$ cat config.mk
export PLATFORM = sky130hd
export DESIGN_NAME = pbl_prbs_byte
export DESIGN_NICKNAME = d
export VERILOG_FILES = /design/src/pbl_prbs_byte.sv
export SDC_FILE = /design/constraint.sdc
export NUM_CORES = 1
export LEC_CHECK = 0
export BUFFER_PORTS_ARGS = -buffer_cell sky130_fd_sc_hd__buf_2
export CORE_MARGIN = 4
export CORE_UTILIZATION = 50
export DETAILED_ROUTE_END_ITERATION = 6
export GPL_ROUTABILITY_DRIVEN = 0
export GPL_TIMING_DRIVEN = 0
export PLACE_DENSITY = 0.87
export RECOVER_POWER = 50
export SYNTH_ARGS = -nofsm -noshare
export SYNTH_HDL_FRONTEND = slang
export SYNTH_SLANG_ARGS = --single-unit
$ cat constraint.sdc
create_clock -name mclk_i -period 2.7 [get_ports mclk_i]
set_input_delay 0 -clock mclk_i [delete_from_list [all_inputs] [get_ports mclk_i]]
set_output_delay 0 -clock mclk_i [all_outputs]
set_load 0.005 [all_outputs]
$ cat src/pbl_prbs_byte.sv
// Byte-wide PRBS stepper used by both the generator and the checker
`timescale 1ns/1ps
module pbl_prbs_byte #(
  parameter logic [14:0] SEED = 15'h7fff
) (
  input  wire logic        mclk_i,
  input  wire logic        reset_n_i,
  input  wire logic        load_i,
  input  wire logic [14:0] seed_i,
  input  wire logic        step_i,
  output logic      [7:0]  byte_o
);

  logic [14:0] state_ff;
  logic [14:0] nxt_state;

  // ----------------------------------------------------------------
  // Eight shifts of x^15 + x^14 + 1, newest bit last
  // ----------------------------------------------------------------
  always_comb begin
    logic [14:0] s;
    s = state_ff;
    for (int i = 0; i < 8; i++) begin
      s = {s[13:0], s[14] ^ s[13]};
    end
    nxt_state = s;
  end

  assign byte_o = nxt_state[7:0];

  always_ff @(posedge mclk_i or negedge reset_n_i) begin
    if (!reset_n_i) begin
      state_ff <= SEED;
    end else if (load_i) begin
      state_ff <= seed_i;
    end else if (step_i) begin
      state_ff <= nxt_state;
    end
  end

endmodule

After elaboration in Yosys (flattened, before gate mapping):

Index checks and enable logic that the tools add are counted.

* mux-type cells: 2
* bitwise operators: 8
* reduce and logical (&&, ||, !) cells: 1

Operators by type and width (count)
* $mux W15: 2
* $xor A1 B1 Y1: 8
* $reduce_bool A2 Y1: 1

* bits in registers: 15
* output and inout port bits: 8
* logic and storage cells: 12

Depth between registers and ports, before layout:

* depth in word-level cells: 3
* gate-level depth with buffers: 4
* depth with buffers taken out: 2

Worst setup path after synthesis:

OpenSTA, ideal clock, no wires.

* kind: flip-flop to flip-flop
* start point: reg, netlist name state_ff[3]
* end point: reg state_ff[3]
* arrival: 1.017 ns
* data required time: 2.619 ns
* setup slack: 1.601 ns
* cell stages (with the launch flop): 3
* path buffers: 0
* path through: dfstp_2 or3b_2 o211ai_1

RTL lines
* end signal: assignment: RTL line 35 `state_ff <= seed_i;`
* end signal: assignment: RTL line 37 `state_ff <= nxt_state;`
* end: declaration: RTL line 14 `logic [14:0] state_ff;`

Final worst setup path:

* start point: reg state_ff[10]
* end point: out byte_o[3]

* longest elaborated chain between the ends: 1

Ends and longest elaborated chain
* $xor A1 B1 Y1: RTL line 24 `s = {s[13:0], s[14] ^ s[13]};`
* end: declaration: RTL line 11 `output logic [7:0] byte_o`

No other way between the ends.

==> run summary <==
fin crit period -> 1.25 ns
area fraction of the dominant cell type after synthesis -> 0.470
worst-case register-to-register setup slack -> 1.51 ns
Worst Path Max Fanout -> 3
internal power of the cells -> 417 uW
final cell count without fillers -> 144
summed area of non-filler cells in the final layout -> 1170 sq um
final count of hold timing violations -> 0
grt total ovfl -> 0
Total Wirelength -> 2020 um
top cells by area in the synthesized netlist -> sky130_fd_sc_hd__dfstp_2 47%, sky130_fd_sc_hd__mux2i_1 8.4%, sky130_fd_sc_hd__xnor2_1 8.4%
Total Neg Setup Slack -> 0 ns
PD cells -> 505 nW/um^2
TritonCTS clock tree -> yes
post-route setup slack -> 1.45 ns
NumNets Final -> 148
Seq pwr share -> 0.495
cell accounting for the most synthesized area -> sky130_fd_sc_hd__dfstp_2
ratio of cells with drive above 1 in the final layout -> 0.391
number of placed instances with taps included -> 124
post-layout utilization of the core -> 0.762
slowest stage cell on the critical path -> sky130_fd_sc_hd__dfstp_1
met1 global-route usage -> 0.241
worst setup path start -> state_ff[10]
top-level port count -> 27
Reg-to-Reg Start -> state_ff[3]
cell count after synthesis -> 82
Setup crit start kind -> flip-flop
insertion delay to the later sink of the worst-skew pair -> 0.28 ns
period utilization -> 0.463
post-CTS repair timing setup buffer count -> 0
count of routing violations after the opening detailed-route iteration -> 8
Seq. cell area -> 394 sq um
run status -> finished clean
data arrival time of the critical path -> 1.25 ns
final count of negative-setup-slack endpoints -> 0
largest net degree at the start of global routing -> 16
synthesized area per cell -> 10.2 sq um
critical register-to-register path endpoint -> state_ff[3]
DRT antenna net count -> 0
number of antenna cells inserted -> 0
share of synthesized area occupied by flip-flops and latches -> 0.470
Worst Tran Pin Value -> 0.786 ns
Avg WL per Cell -> 14.0 um
synthesized netlist net count -> 101
number of buffers on the longest clock path -> 2
flip-flop count of the largest register, all copies and words added -> 15
required time worst endpoint -> 2.70 ns
largest delay contributor family on the critical path -> flip-flops
root buf cell -> sky130_fd_sc_hd__clkbuf_4
overall fraction of global-route tracks in use -> 0.180
DP Area -> 988 sq um
H-tree depth reported by CTS -> 1
multi-input combinational cell area -> 383 sq um
leading registers by flop count -> state_ff (15)
fin. max-slew vios -> 0
register containing the most flip-flops in the final layout -> state_ff
clock buffer count from CTS -> 3
Placement Rows -> 14
Post-CTS Resized -> 0
drt drc -> 0
clock tree sinks -> 15
worst-path cell chain -> xnor2_1, inv_1, buf_2
critical path class -> flip-flop to output port
combined area of all synthesized cells -> 838 sq um
met2 routing resource usage after global routing -> 0.289
Initial Utilization -> 0.544
CP max stage delay -> 0.59 ns
class of the tightest hold or removal check -> primary input to flip-flop
width of the die -> 48.9 um
met3 track demand over resource in global routing -> 0.0550
area growth from synthesis to layout -> 40.1%
Reg clk slew, reported paths -> 0.10 ns
maxcap violations -> 0
maximum frequency from static timing analysis -> 801 MHz
Max rail drop VDD -> 0.317 mV
critical path depth in cells -> 3
cts-stage hold buffer count -> 16
floorplan core area -> 1540 sq um
cell leakage power -> 0.547 nW
Yosys warning count -> 0
Port-buffer cells -> 26
Post-Route Skew -> 0.00144 ns
setup repair after global routing missed its margin -> false
Detailed Place HPWL -> 1360 um
switching power as a share of total power -> 0.297
initial antenna violation count -> 0
number of global-route vias before repair -> 741
hold path start -> load_i
number of synthesized register bits -> 15
Critical Path Sink -> byte_o[3]
crit end category -> output port
worst reg-to-reg path cell count -> 2
Switch Pwr -> 176 uW
Die Ht -> 48.9 um
fraction of power consumed by the clock network -> 0.222
proportion of power drawn by combinational gates -> 0.282
busiest grt layer -> met2
vias after detailed routing -> 734
Pre-Repair DR Iteration Count -> 4
wire length of the first global-routing pass -> 3510 um
slew margin rel. -> 0.476
pre-CTS setup slack -> 1.53 ns
number of filler instances in the final layout -> 118
number of distinct standard cells referenced by the synthesized netlist -> 13
Total Die Area -> 2400 sq um
detailed-route vias per instance -> 5.10
total buffers and inverters traversed by the critical path -> 2
## worst min-delay path: stages
cell                       delay (ns)
sky130_fd_sc_hd__buf_2           0.11
sky130_fd_sc_hd__or3b_2          0.12
sky130_fd_sc_hd__o211ai_1        0.08
## cell usage in the layout, fill, tap and decap left out
cell type                       instances
sky130_fd_sc_hd__o211ai_2               3
sky130_fd_sc_hd__or3b_2                 2
sky130_fd_sc_hd__clkbuf_1               1
sky130_fd_sc_hd__buf_6                  1
sky130_fd_sc_hd__buf_2                 29
sky130_fd_sc_hd__nand2b_1               1
sky130_fd_sc_hd__o21ai_0                7
sky130_fd_sc_hd__clkinv_2               1
sky130_fd_sc_hd__mux2i_1                7
sky130_fd_sc_hd__dfstp_2               11
sky130_fd_sc_hd__xnor2_1                8
sky130_fd_sc_hd__inv_1                  8
sky130_fd_sc_hd__clkbuf_4               3
sky130_fd_sc_hd__dfstp_1                4
sky130_fd_sc_hd__o211ai_1               5
sky130_fd_sc_hd__or3b_1                 6
sky130_fd_sc_hd__dlygate4sd3_1         16
sky130_fd_sc_hd__nand2_1               15
## worst min-delay path by stage
stage               slack [ns]     endpoint  cells past startpoint
floorplan                -0.15  state_ff[0]                      0
global placement          0.18  state_ff[0]                      1
detailed placement        0.20  state_ff[0]                      1
CTS                       0.02  state_ff[4]                      3
global route              0.03  state_ff[3]                      3
finish                    0.03  state_ff[4]                      3
## cells in the mapped netlist
| cell type | count |
|---|---|
| sky130_fd_sc_hd__o211ai_2 | 3 |
| sky130_fd_sc_hd__xnor2_1 | 8 |
| sky130_fd_sc_hd__buf_6 | 1 |
| sky130_fd_sc_hd__nand2_1 | 15 |
| sky130_fd_sc_hd__o211ai_1 | 5 |
| sky130_fd_sc_hd__dfstp_2 | 15 |
| sky130_fd_sc_hd__inv_1 | 8 |
| sky130_fd_sc_hd__mux2i_1 | 7 |
| sky130_fd_sc_hd__or3b_2 | 2 |
| sky130_fd_sc_hd__or3b_1 | 6 |
| sky130_fd_sc_hd__o21ai_0 | 7 |
| sky130_fd_sc_hd__buf_2 | 4 |
| sky130_fd_sc_hd__nand2b_1 | 1 |
## kinds of logic (layout without fill, tap and decap cells)
kind of cell,Yosys count,after routing,share of synthesized area
buffers and inverters,13,59,0.0731
XOR/XNOR,8,8,0.0836
flip-flops,15,15,0.470
multiplexers,7,7,0.0836
AO/OA/AOI/OAI,15,15,0.131
AND/OR/NAND/NOR,24,24,0.158
## per-stage QoR
step,power [mW],hold slack [ns]
floorplan,0.385,-0.148
global placement,0.442,0.184
detailed placement,0.450,0.197
CTS,0.597,0.0163
global route,0.631,0.0326
finish,0.593,0.0264
## power by group through the flow
stage	Combinational, mW	Clock (mW)	Sequential (mW)
CTS	0.169	0.132	0.296
detailed placement	0.150	0	0.299
global route	0.186	0.148	0.297
global placement	0.145	0	0.297
floorplan	0.0929	0	0.292
finish	0.167	0.132	0.294
## per-layer routing
metal,vias to the layer above,wire (um)
met2,27,1020
met3,2,124
met4,0,6
met5,-,0
met1,336,864
li1,369,-
## area by class of cell
cell class	count	area share
Tap cell	16	0.0170
Clock buffer	3	0.0192
Clock inverter	1	0.00426
Buffer	5	0.0266
Inverter	8	0.0256
Timing Repair Buffer	42	0.246
Multi-Input combinational cell	54	0.326
Sequential cell	15	0.335
No activity file was read; power rests on OpenSTA's default activity.
